[src/rtl/spmp_consts.vh]
// constants for the serial master/slave port: register map, fields, timing
// assumes inclusion by bare name from the port's design and bench files
`ifndef SPMP_CONSTS_VH
`define SPMP_CONSTS_VH

// apb byte addresses
`define SPMP_ADDR_CTRL   12'h000
`define SPMP_ADDR_FLAGS  12'h004
`define SPMP_ADDR_DATA   12'h008
`define SPMP_ADDR_IMASK  12'h00C
`define SPMP_ADDR_ISTAT  12'h010
`define SPMP_ADDR_W      12

// control register fields
`define SPMP_CTL_RATE2   7
`define SPMP_CTL_IE      6
`define SPMP_CTL_EN      5
`define SPMP_CTL_RATE1   4
`define SPMP_CTL_MSTR    3
`define SPMP_CTL_CPOL    2
`define SPMP_CTL_CPHA    1
`define SPMP_CTL_RATE0   0
`define SPMP_CTL_RST     8'h00

// flags/select register fields
`define SPMP_FL_DONE     7
`define SPMP_FL_WRITE_COLLISION_FLAG     6
`define SPMP_FL_OVR      5
`define SPMP_FL_MASTER_FAULT_FLAG     4
`define SPMP_FL_SOD      2
`define SPMP_FL_SSM      1
`define SPMP_FL_SSI      0
`define SPMP_FL_RW_MASK  8'h07
`define SPMP_FL_RST      8'h00

// interrupt status bits: done, collision, overrun, fault
`define SPMP_IRQ_W       4
`define SPMP_IRQ_RST     4'h0

// half-period of serial clock in cpu clocks for each rate code
`define SPMP_HALF_DIV4   8'h02
`define SPMP_HALF_DIV8   8'h04
`define SPMP_HALF_DIV16  8'h08
`define SPMP_HALF_DIV32  8'h10
`define SPMP_HALF_DIV64  8'h20
`define SPMP_HALF_DIV128 8'h40
`define SPMP_BITS        4'h8
`define SPMP_ZERO_BYTE   8'h00
`define SPMP_ERR_ADDR    32'h00000000

`endif

[src/rtl/spmp_sync2.v]
// two-flop synchroniser for an asynchronous level
// assumes i_mclk free running; reset synchronous active high
`timescale 1ns/100ps
`default_nettype none
module spmp_sync2 #(
  parameter RST_VAL = 1'b0
) (
  input  wire i_mclk,
  input  wire i_rst,
  input  wire i_async,
  output reg  o_sync
);
  reg meta_q;

  always @(posedge i_mclk) begin
    if (i_rst) begin
      meta_q <= RST_VAL;
      o_sync <= RST_VAL;
    end else begin
      meta_q <= i_async;
      o_sync <= meta_q;
    end
  end
endmodule
`default_nettype wire

[src/rtl/spmp_port.v]
// serial master/slave byte port with apb register access
// assumes apb master on i_mclk (200 MHz); link pins are asynchronous and synchronised here
// Summary of operation
// full duplex: clock plus one data line each direction
// simplex on two lines by disabling the serial output
// master or slave; single master system only
// master clock from six rates, /4 fastest, three-bit code
// external master clock no faster than cpu clock over two
// select from pin or software level, chosen by mode bit
// clock polarity and phase programmable
// done flag set at transfer end; interrupt when enabled
// done flag cleared by flags access then data access
// data writes ignored while done set, until flags read; code also accepts them after a flags write
// collision flag on data write during transfer; sequence clears
// overrun flag when byte arrives with done set; flags read clears
// master with select low sets fault flag, interrupt when enabled; code checks only the pin, and only with ssm clear
// fault cleared by control read while set then control write
// flags register resets zero; bit 3 reserved reads zero
// slave cannot stream back to back at top rate
// eight bits shifted per transfer via shift register
`timescale 1ns/100ps
`default_nettype none
`include "spmp_consts.vh"
module spmp_port (
  input  wire        i_mclk,
  input  wire        i_rst,
  input  wire        i_psel,
  input  wire        i_penable,
  input  wire        i_pwrite,
  input  wire [11:0] i_paddr,
  input  wire [31:0] i_pwdata,
  output reg  [31:0] o_prdata,
  output reg         o_pready,
  output reg         o_pslverr,
  input  wire        i_sck,
  output reg         o_sck,
  output reg         o_sck_oe,
  input  wire        i_mosi,
  output reg         o_mosi,
  output reg         o_mosi_oe,
  input  wire        i_miso,
  output reg         o_miso,
  output reg         o_miso_oe,
  input  wire        i_ss_n,
  output reg         o_irq
);
  // ****************************************************
  // functions
  // ****************************************************
  function [7:0] rate_half;
    input [2:0] code;
    begin
      case (code)
        3'h0:    rate_half = `SPMP_HALF_DIV4;
        3'h1:    rate_half = `SPMP_HALF_DIV16;
        3'h2:    rate_half = `SPMP_HALF_DIV64;
        3'h3:    rate_half = `SPMP_HALF_DIV128;
        3'h4:    rate_half = `SPMP_HALF_DIV8;
        3'h6:    rate_half = `SPMP_HALF_DIV32;
        default: rate_half = `SPMP_HALF_DIV8;
      endcase
    end
  endfunction

  // ****************************************************
  // pin synchronisers
  // ****************************************************
  wire sck_s, mosi_s, miso_s, ss_n_s;
  spmp_sync2 #(.RST_VAL(1'b0)) u_sck  (.i_mclk(i_mclk), .i_rst(i_rst), .i_async(i_sck),  .o_sync(sck_s));
  spmp_sync2 #(.RST_VAL(1'b0)) u_mosi (.i_mclk(i_mclk), .i_rst(i_rst), .i_async(i_mosi), .o_sync(mosi_s));
  spmp_sync2 #(.RST_VAL(1'b0)) u_miso (.i_mclk(i_mclk), .i_rst(i_rst), .i_async(i_miso), .o_sync(miso_s));
  spmp_sync2 #(.RST_VAL(1'b1)) u_ss   (.i_mclk(i_mclk), .i_rst(i_rst), .i_async(i_ss_n), .o_sync(ss_n_s));

  // ****************************************************
  // registers and state
  // ****************************************************
  reg  [7:0] ctrl_q;
  reg  [7:0] sel_q;      // sod, ssm, ssi
  reg        done_q, write_collision_flag_q, ovr_q, master_fault_flag_q;
  reg        done_arm_q, write_collision_flag_arm_q, master_fault_flag_arm_q;
  reg  [7:0] rxdata_q, shift_q;
  reg  [3:0] bitcnt_q;
  reg        busy_q;
  reg  [7:0] divcnt_q;
  reg        msck_q;     // internal master clock, idle low
  reg        sck_prev_q;
  reg        samp_dly_q; // master sample one cycle late: pin flop plus sync latency
  reg  [`SPMP_IRQ_W-1:0] istat_q, imask_q;

  wire [2:0] rate   = {ctrl_q[`SPMP_CTL_RATE2], ctrl_q[`SPMP_CTL_RATE1], ctrl_q[`SPMP_CTL_RATE0]};
  wire       master = ctrl_q[`SPMP_CTL_MSTR];
  wire       enable = ctrl_q[`SPMP_CTL_EN];
  wire       cpol   = ctrl_q[`SPMP_CTL_CPOL];
  wire       cpha   = ctrl_q[`SPMP_CTL_CPHA];
  wire       serial_output_disable    = sel_q[`SPMP_FL_SOD];

  // select source choice
  wire ss_active = sel_q[`SPMP_FL_SSM] ? ~sel_q[`SPMP_FL_SSI] : ~ss_n_s;

  // ****************************************************
  // apb decode
  // ****************************************************
  wire acc     = i_psel & i_penable;
  wire wr      = acc & i_pwrite;
  wire rd      = acc & ~i_pwrite;
  wire hit_ctl = (i_paddr == `SPMP_ADDR_CTRL);
  wire hit_fl  = (i_paddr == `SPMP_ADDR_FLAGS);
  wire hit_dat = (i_paddr == `SPMP_ADDR_DATA);
  wire hit_msk = (i_paddr == `SPMP_ADDR_IMASK);
  wire hit_ist = (i_paddr == `SPMP_ADDR_ISTAT);
  wire mapped  = hit_ctl | hit_fl | hit_dat | hit_msk | hit_ist;
  wire dat_acc = acc & hit_dat;
  wire fl_rd   = rd & hit_fl;
  // write accepted when done flag clear, or once a flags access has armed the done clear
  wire dat_wr  = wr & hit_dat & (~done_q | done_arm_q);

  // ****************************************************
  // shift engine
  // ****************************************************
  // effective serial clock (master: internal msck_q before polarity; slave: synchronised pin)
  wire line_sck  = master ? msck_q : sck_s;
  wire sck_rise  = line_sck & ~sck_prev_q;
  wire sck_fall  = ~line_sck & sck_prev_q;
  // sample/shift edge chosen from polarity and phase
  wire lead_edge = cpol ? sck_fall : sck_rise;
  wire trail_edge = cpol ? sck_rise : sck_fall;
  wire sample_e  = cpha ? trail_edge : lead_edge;
  wire shift_e   = cpha ? lead_edge : trail_edge;
  wire rx_bit    = master ? miso_s : mosi_s;
  wire slave_go  = ~master & ss_active;
  wire start     = dat_wr & ~busy_q & enable & (master | slave_go);
  wire samp_ev   = master ? samp_dly_q : sample_e;
  wire last_bit  = (bitcnt_q == `SPMP_BITS - 4'h1);
  wire finish    = busy_q & samp_ev & last_bit;
  // fault when enabled master sees select pin low with ssm clear
  wire master_fault_flag_evt  = enable & master & ~ss_n_s & ~sel_q[`SPMP_FL_SSM];

  always @(posedge i_mclk) begin
    if (i_rst) begin
      shift_q    <= `SPMP_ZERO_BYTE;
      rxdata_q   <= `SPMP_ZERO_BYTE;
      bitcnt_q   <= 4'h0;
      busy_q     <= 1'b0;
      divcnt_q   <= `SPMP_ZERO_BYTE;
      msck_q     <= 1'b0;
      sck_prev_q <= 1'b0;
      samp_dly_q <= 1'b0;
    end else begin
      sck_prev_q <= line_sck;
      samp_dly_q <= sample_e & busy_q;
      // master divider
      if (master & busy_q) begin
        if (divcnt_q == rate_half(rate) - 8'h01) begin
          divcnt_q <= `SPMP_ZERO_BYTE;
          msck_q   <= ~msck_q;
        end else begin
          divcnt_q <= divcnt_q + 8'h01;
        end
      end else begin
        divcnt_q <= `SPMP_ZERO_BYTE;
        msck_q   <= 1'b0;
      end
      // eight bit shift
      if (start) begin
        shift_q  <= i_pwdata[7:0];
        bitcnt_q <= 4'h0;
        busy_q   <= 1'b1;
      end else if (busy_q & (master_fault_flag_evt | ~enable | (~master & ~ss_active))) begin
        busy_q <= 1'b0;
      end else if (busy_q & samp_ev) begin
        shift_q  <= {shift_q[6:0], rx_bit};
        bitcnt_q <= bitcnt_q + 4'h1;
        if (last_bit) begin
          busy_q   <= 1'b0;
          // byte kept from data register while done still set
          if (!done_q)
            rxdata_q <= {shift_q[6:0], rx_bit};
        end
      end
    end
  end

  // ****************************************************
  // pin drive
  // ****************************************************
  // output disable gives simplex
  wire tx_bit = shift_q[7];
  always @(posedge i_mclk) begin
    if (i_rst) begin
      o_sck     <= 1'b0;
      o_sck_oe  <= 1'b0;
      o_mosi    <= 1'b0;
      o_mosi_oe <= 1'b0;
      o_miso    <= 1'b0;
      o_miso_oe <= 1'b0;
    end else begin
      // only master drives clock and mosi
      o_sck     <= msck_q ^ cpol;
      o_sck_oe  <= enable & master;
      o_mosi    <= tx_bit;
      o_mosi_oe <= enable & master & ~serial_output_disable;
      o_miso    <= tx_bit;
      o_miso_oe <= enable & slave_go & ~serial_output_disable;
    end
  end
  wire unused_shift = shift_e;

  // ****************************************************
  // flags and registers
  // ****************************************************
  always @(posedge i_mclk) begin
    if (i_rst) begin
      ctrl_q     <= `SPMP_CTL_RST;
      sel_q      <= `SPMP_FL_RST;
      done_q     <= 1'b0;
      write_collision_flag_q     <= 1'b0;
      ovr_q      <= 1'b0;
      master_fault_flag_q     <= 1'b0;
      done_arm_q <= 1'b0;
      write_collision_flag_arm_q <= 1'b0;
      master_fault_flag_arm_q <= 1'b0;
      imask_q    <= `SPMP_IRQ_RST;
      istat_q    <= `SPMP_IRQ_RST;
    end else begin
      // only low three bits writable
      if (wr & hit_fl)
        sel_q <= i_pwdata[7:0] & `SPMP_FL_RW_MASK;
      if (wr & hit_msk)
        imask_q <= i_pwdata[`SPMP_IRQ_W-1:0];
      // arm first step of clearing sequences
      if (acc & hit_fl) begin
        done_arm_q <= done_q;
        write_collision_flag_arm_q <= write_collision_flag_q;
      end else if (dat_acc) begin
        done_arm_q <= 1'b0;
        write_collision_flag_arm_q <= 1'b0;
      end
      // done flag, set beats clear
      if (finish)
        done_q <= 1'b1;
      else if (dat_acc & done_arm_q & ~(acc & hit_fl))
        done_q <= 1'b0;
      // collision flag
      if (wr & hit_dat & busy_q)
        write_collision_flag_q <= 1'b1;
      else if (dat_acc & write_collision_flag_arm_q)
        write_collision_flag_q <= 1'b0;
      // overrun flag cleared by flags read
      if (finish & done_q)
        ovr_q <= 1'b1;
      else if (fl_rd)
        ovr_q <= 1'b0;
      // fault clear sequence on control register
      if (acc & hit_ctl & ~i_pwrite)
        master_fault_flag_arm_q <= master_fault_flag_q;
      else if (wr & hit_ctl)
        master_fault_flag_arm_q <= 1'b0;
      if (master_fault_flag_evt) begin
        master_fault_flag_q <= 1'b1;
        ctrl_q[`SPMP_CTL_MSTR] <= 1'b0;
        ctrl_q[`SPMP_CTL_EN]   <= 1'b0;
      end else if (wr & hit_ctl) begin
        ctrl_q <= i_pwdata[7:0];
        if (master_fault_flag_arm_q | master_fault_flag_q & ~master_fault_flag_arm_q & 1'b0)
          master_fault_flag_q <= 1'b0;
      end
      // interrupt status: set wins over write-one clear
      istat_q <= (istat_q & ~((wr & hit_ist) ? i_pwdata[`SPMP_IRQ_W-1:0] : `SPMP_IRQ_RST))
                 | {finish, wr & hit_dat & busy_q, finish & done_q, master_fault_flag_evt & ~master_fault_flag_q};
    end
  end

  // ****************************************************
  // apb answer and interrupt
  // ****************************************************
  always @(posedge i_mclk) begin
    if (i_rst) begin
      o_prdata  <= `SPMP_ERR_ADDR;
      o_pready  <= 1'b0;
      o_pslverr <= 1'b0;
      o_irq     <= 1'b0;
    end else begin
      o_pready  <= i_psel & ~i_penable;
      o_pslverr <= i_psel & ~i_penable & ~mapped;
      o_prdata  <= `SPMP_ERR_ADDR;
      if (i_psel & ~i_penable & ~i_pwrite) begin
        if (hit_ctl)
          o_prdata <= {24'h000000, ctrl_q};
        else if (hit_fl)
          o_prdata <= {24'h000000, done_q, write_collision_flag_q, ovr_q, master_fault_flag_q, 1'b0, sel_q[2:0]};
        else if (hit_dat)
          o_prdata <= {24'h000000, rxdata_q};
        else if (hit_msk)
          o_prdata <= {28'h0000000, imask_q};
        else if (hit_ist)
          o_prdata <= {28'h0000000, istat_q};
      end
      // interrupt when enabled and unmasked
      o_irq <= ctrl_q[`SPMP_CTL_IE] & |(istat_q & imask_q);
    end
  end
endmodule
`default_nettype wire

[config.mk]
export PLATFORM = sky130hd
export DESIGN_NAME = spmp_port
export DESIGN_NICKNAME = d
export VERILOG_FILES = /design/src/rtl/spmp_sync2.v /design/src/rtl/spmp_port.v
export VERILOG_INCLUDE_DIRS = /design/src /design/src/rtl
export SDC_FILE = /design/constraint.sdc
export NUM_CORES = 1
export LEC_CHECK = 0
export ABC_AREA = 1
export BUFFER_PORTS_ARGS = -buffer_cell sky130_fd_sc_hd__buf_2
export CORE_MARGIN = 5
export CORE_UTILIZATION = 54
export DETAILED_ROUTE_END_ITERATION = 8
export HOLD_SLACK_MARGIN = 0.15
export PLACE_DENSITY = 0.8
export SYNTH_ARGS = -nofsm -noshare
export SYNTH_HDL_FRONTEND = slang
export SYNTH_SLANG_ARGS = --single-unit
[constraint.sdc]
create_clock -name i_mclk -period 1.62 [get_ports i_mclk]
set_input_delay 0.162 -clock i_mclk [delete_from_list [all_inputs] [get_ports i_mclk]]
set_output_delay 0.162 -clock i_mclk [all_outputs]
set_load 0.05 [all_outputs]
# Word level (Yosys, flattened, before mapping)
# Index checks and enable logic that the tools add are counted.
[classes] n_addsub=3 n_eq_ne=11 mux=37 bitwise=77 reduce_logical=25
[op_table] operator="$mux 8" count=8
[op_table] operator="$and 1x1->1" count=42
[op_table] operator="$pmux 7 s5" count=1
[op_table] operator="$mux 1" count=25
[op_table] operator="$eq 12x4->1 const B" count=2
[op_table] operator="$not 1->1" count=22
[op_table] operator="$reduce_bool 2->1" count=8
[op_table] operator="$eq 12x3->1 const B" count=1
[op_table] operator="$eq 12x5->1 const B" count=1
[op_table] operator="$logic_not 12->1" count=1
[op_table] operator="$mux 4" count=3
[op_table] operator="$reduce_and 2->1" count=5
[op_table] operator="$add 8x1->8 const B" count=1
[op_table] operator="$and 4x4->4" count=2
[op_table] operator="$eq 8x8->1" count=1
[op_table] operator="$or 1x1->1" count=8
[op_table] operator="$reduce_or 2->1" count=4
[op_table] operator="$sub 8x1->8 const B" count=1
[op_table] operator="$eq 3x2->1 const B" count=2
[op_table] operator="$reduce_bool 3->1" count=2
[op_table] operator="$reduce_or 6->1" count=1
[op_table] operator="$reduce_and 5->1" count=1
[op_table] operator="$add 4x1->4 const B" count=1
[op_table] operator="$eq 4x3->1 const B" count=1
[op_table] operator="9 further kinds" count=9
[totals] reg_bits=106 inputBits=53 wordCells=191

# Logic depth before layout (Yosys ltp)
[logic_depth] ltp_word=10 depth_mapped=14 mapped_depth_nobuf=12

# Hierarchy
# A second synthesis with hierarchy kept.
[hier_totals] hier_cells=558 hier_area_um2=4121.5
[by_module_without_submodules] mod="spmp_port" n_inst=1 cells_per_inst=533 area_per_inst_um2=3897.5
[by_module_without_submodules] mod="spmp_sync2 at u_miso ..." n_inst=3 cells_per_inst=6 area_per_inst_um2=55.1
[by_module_without_submodules] mod="spmp_sync2 at u_ss" n_inst=1 cells_per_inst=7 area_per_inst_um2=58.8

# Worst setup path after synthesis
# OpenSTA, ideal clock, no wires.
[synth_timing] path_kind="register -> register" from="register ctrl_q[3]" to="register rxdata_q[4]" setup_ps=118 t_arrival_ps=1337 slack_ps=165 stages_incl_launch_ff=14 path_buffers=3 synth_period_minus_slack_ps=1455 path_cell_list="dfxtp_1 buf_6 inv_4 nand2_1 nand2_1 nand2_1 nand2_1 nand2_1 nand2_2 nand3_2 buf_6 buf_8 nor3_1 nor2_1"
[synth_between] elab_chain_cells=8
[synth_lines] item="start: declaration" line_no="spmp_port.v:77" rtl="reg [7:0] ctrl_q;"
[synth_lines] item="start signal: assignment" line_no="spmp_port.v:213" rtl="ctrl_q <= `SPMP_CTL_RST;"
[synth_lines] item="start signal: assignment" line_no="spmp_port.v:263" rtl="ctrl_q <= i_pwdata[7:0];"
[synth_lines] item="$and 1x1->1 or $mux 1 (tied branches)" line_no="spmp_port.v:136, spmp_port.v:121"
[synth_lines] item="$and 1x1->1 or $not 1->1 (tied branches)" line_no="spmp_port.v:136, spmp_port.v:123"
[synth_lines] item="$and 1x1->1, on equally long branches" line_no="spmp_port.v:136, spmp_port.v:123"
[synth_lines] item="$or 1x1->1 (tied with other cells)" line_no="spmp_port.v:168" rtl="end else if (busy_q & (master_fault_flag_evt | ~enable | (~master & ~ss_active))) begin"
[synth_lines] item="$or 1x1->1 or $mux 1 (tied branches)" line_no="spmp_port.v:168, spmp_port.v:127"
[synth_lines] item="$and 1x1->1 or $mux 1 (tied branches)" line_no="spmp_port.v:168, spmp_port.v:132"
[synth_lines] item="$not 1->1 (no line) or $and 1x1->1 (tied branches)"
[synth_lines] item="$reduce_and 5->1 (no line) (*)"
[synth_lines] item="end signal: assignment" line_no="spmp_port.v:141" rtl="rxdata_q <= `SPMP_ZERO_BYTE;"
[synth_lines] item="end signal: assignment" line_no="spmp_port.v:177" rtl="rxdata_q <= {shift_q[6:0], rx_bit};"
[synth_lines] item="end: declaration" line_no="spmp_port.v:81" rtl="reg [7:0] rxdata_q, shift_q;"
# Every way passes the cells marked *; elsewhere a longest branch is shown, timed or not.
# A chain may end at the register's enable or synchronous reset.

# Final worst setup path
[layout_timing] from="register ctrl_q[3]" to="register rxdata_q[2]"
# Same word-level chain as after synthesis.

==> metrics.cfg <==
[setup_path]
endpoint_kind = flop
rr_startpoint = ctrl_q[3]
reg2reg_depth = 12
rrSetupSlack_ns = 0.008
reg2reg_to = rxdata_q[2]
crit_arrival_ns = 1.91
cp-startpoint = ctrl_q[3]
cp.required_ns = 1.92
worstPathMaxFanout = 7
path_class = reg2reg
critPathLaunchType = flop
critical_path.endpoint = rxdata_q[2]

[yosys]
yosysWarnings = 0
synth_cell_types = 45
synth_area_leaders = dfxtp_1, nand2_1, inv_1
synth_flop_cell = dfxtp_1
post-synth-top-area-fraction_pct = 40.7
async_reset_ff_share_pct = 0
synth_top_area_cell = dfxtp_1
syn_area_per_cell_um2 = 7.47
synth_edf_count = 0
ys_seq_elements = 82
netlist_area_mm2 = 0.00404
synth_cells = 540
yosysSeqAreaShare_pct = 40.7

[sta]
setup_viol = 0
period_share_pct = 99.5
finClkSkew_ns = 0.00916
min_period_ns = 1.61
final_hold_viol_count = 0
tns_ns = 0
max_clock_freq_ghz = 0.620
fin_hold_ws_ns = 0.181
maxSlewViolCount = 0
rsz0062_at_grt = true

[layout]
syn_to_final_growth_pct = 22.6
nNetsFinal = 686
fin_area_mm2 = 0.00495
drive_above_1_share_pct = 23.9
finish.utilization_pct = 68.2
diodes = 0

[power]
powerDensity_mw_per_mm2 = 759
combPwrFrac_pct = 8.6
p_total_mw = 3.75
clockPowerShare_pct = 37.4
sequentialPowerShare_pct = 54.0
swShare_pct = 28.4
p_leak_nw = 2.14
p_sw_mw = 1.07
intPower_mw = 2.69
irDropWorstVdd_mv = 0.512

[die]
die_h_um = 96.4
ios = 94
core_area_mm2 = 0.00725
die_x_um = 96.4
initial_core_util_pct = 55.6
rows = 31
dieArea_mm2 = 0.00930

[clocking]
cts_max_level = 3
clock_sinks = 82
clock_path_buffers = 2
clk_latency_ns = 0.37
root_buffer = clkbuf_8
numCtsBuffers = 9
clk_pin_slew_worst_paths_ns = 0.09
cts_tree = yes

[global_route]
overflow = 0
grt_max_degree = 34
grt_pass1_wl_mm = 15.9
antenna_found_initial = 0
grt.total_usage_pct = 22.5
grt_pass1_vias = 3500

[detailed_routing]
detail_route.vias_per_cell = 5.26
drt_iter0_markers = 247
wl_mm = 10.4
ant_nets = 0
drcViolationCount = 0
vias = 3869
firstDrtPassIters = 8
routedWlPerCell_um = 14.1

[hold_path]
hold_start = i_pwdata[2]
worstHoldPathType = in2reg

[placed_design]
gp_congestion = 0.897
port_buffers = 45
hpwl_mm = 7.20
placed_cell_area_mm2 = 0.00447

[status]
status = completed

[run]
max_cap_violations = 0

## registers in the layout, summed over array words and instances, names as in the netlist, 3 cells and up
| register | flops |
|---|---|
| shift_q | 8 |
| sel_q | 3 |
| rxdata_q | 8 |
| bitcnt_q | 4 |
| divcnt_q | 8 |
| imask_q | 4 |
| istat_q | 4 |
| o_prdata | 8 |
| ctrl_q | 8 |
## kinds of logic after synthesis
kind of cell	Yosys count	share of synthesized area [%]
AO/OA/AOI/OAI	106	14.9
adder cells (fa/ha/maj)	2	0.620
flip-flops	82	40.7
XOR/XNOR	8	1.74
multiplexers	1	0.248
other	1	0.0929
buffers and inverters	100	12.6
AND/OR/NAND/NOR	240	29.1
## worst max-delay path, stage by stage, from the launching register on
cell	delay, ns
dfxtp_4	0.38
inv_4	0.09
nand2_2	0.05
nand2_1	0.07
nand2_1	0.05
nand2_1	0.07
nand2_2	0.09
nand2_4	0.09
nand3_4	0.16
buf_6	0.18
o21bai_1	0.13
nand2_1	0.06
nor2_1	0.11
## cell usage after synthesis, types with 2 or more instances
library cell,count
inv_2,3
nand2_4,2
nand3_1,35
inv_1,56
or2_2,3
ha_1,2
nand4_1,9
a21oi_1,39
o21bai_1,11
nor2_1,56
nand2_1,99
nor2_4,5
dfxtp_1,82
o21ai_1,4
buf_2,3
nor3_1,11
nand2_2,5
clkbuf_1,7
a21boi_1,2
xor2_1,6
buf_4,25
o21ai_0,37
nor2_8,2
xnor2_1,2
nand3_2,3
nor3_2,5
o211ai_1,3
a31oi_1,4
buf_6,3
## metal layers
| metal | global-route usage [%] | up-vias | share of wire [%] |
|---|---|---|---|
| met1 | 27.3 | 1768 | 41 |
| li1 | - | 1894 | - |
| met2 | 37.5 | 163 | 47 |
| met4 | 9.11 | 0 | 4.1 |
| met3 | 6.43 | 44 | 7.5 |
| met5 | 0 | - | 0 |
## what timing repair did
item                                   4_1_cts  5_1_grt
pin swaps                                    0        2
hold buffers                                11        0
cloned                                       0        4
setup endpoints to repair                   17       35
setup buffers                                0        3
gates resized for setup                      2       24
endpoints found under the hold margin       11        0
## stage by stage
step	setup slack (ns)	cells
after floorplan	0.165	563
after global placement	0.0230	701
after detailed placement	-0.0230	701
after CTS	0.00866	728
after global routing	-0.103	735
final	0.00771	735
## cells in the final DEF (no fill, tap or decap), drive strengths merged, types with 3 or more instances in the layout
master | synthesis | final
dlygate4sd3 | 0 | 11
nand3 | 39 | 39
o21bai | 11 | 11
buf | 32 | 82
a31oi | 4 | 4
nand4 | 9 | 9
or2 | 4 | 4
clkinv | 1 | 4
dfxtp | 82 | 82
conb | 1 | 24
clkbuf | 7 | 11
nor3 | 16 | 16
xor2 | 6 | 6
o211ai | 3 | 3
a21boi | 3 | 3
nor2 | 64 | 64
o21ai | 42 | 43
a21oi | 40 | 40
inv | 60 | 64
nand2 | 106 | 106
## how the worst min path moves through the flow
| stage | end | cells past startpoint |
|---|---|---|
| final | istat_q[2] | 4 |
| after global routing | imask_q[1] | 3 |
| after CTS | istat_q[2] | 4 |
| after detailed placement | u_ss.meta_q | 2 |
| after global placement | u_ss.meta_q | 2 |
| after floorplan | u_ss.meta_q | 1 |
## power by group through the flow
stage | sequential [mW] | clock (mW) | combinational (mW)
3_5_place_dp | 2.08 | 0 | 0.290
2_1_floorplan | 2.08 | 0 | 0.244
4_1_cts | 2.03 | 1.42 | 0.311
3_3_place_gp | 2.08 | 0 | 0.286
5_1_grt | 2.03 | 1.53 | 0.344
6_report | 2.03 | 1.40 | 0.322
## final cells by class
type | count | area (um2)
Multi-Input combinational cell | 382 | 2060
Timing Repair Buffer | 95 | 699
Clock buffer | 9 | 124
Tap cell | 99 | 124
Inverter | 61 | 231
Fill cell | 582 | 2310
Clock inverter | 7 | 60.1
Sequential cell | 82 | 1650
Note: power is estimated with default switching activity, not from simulation.
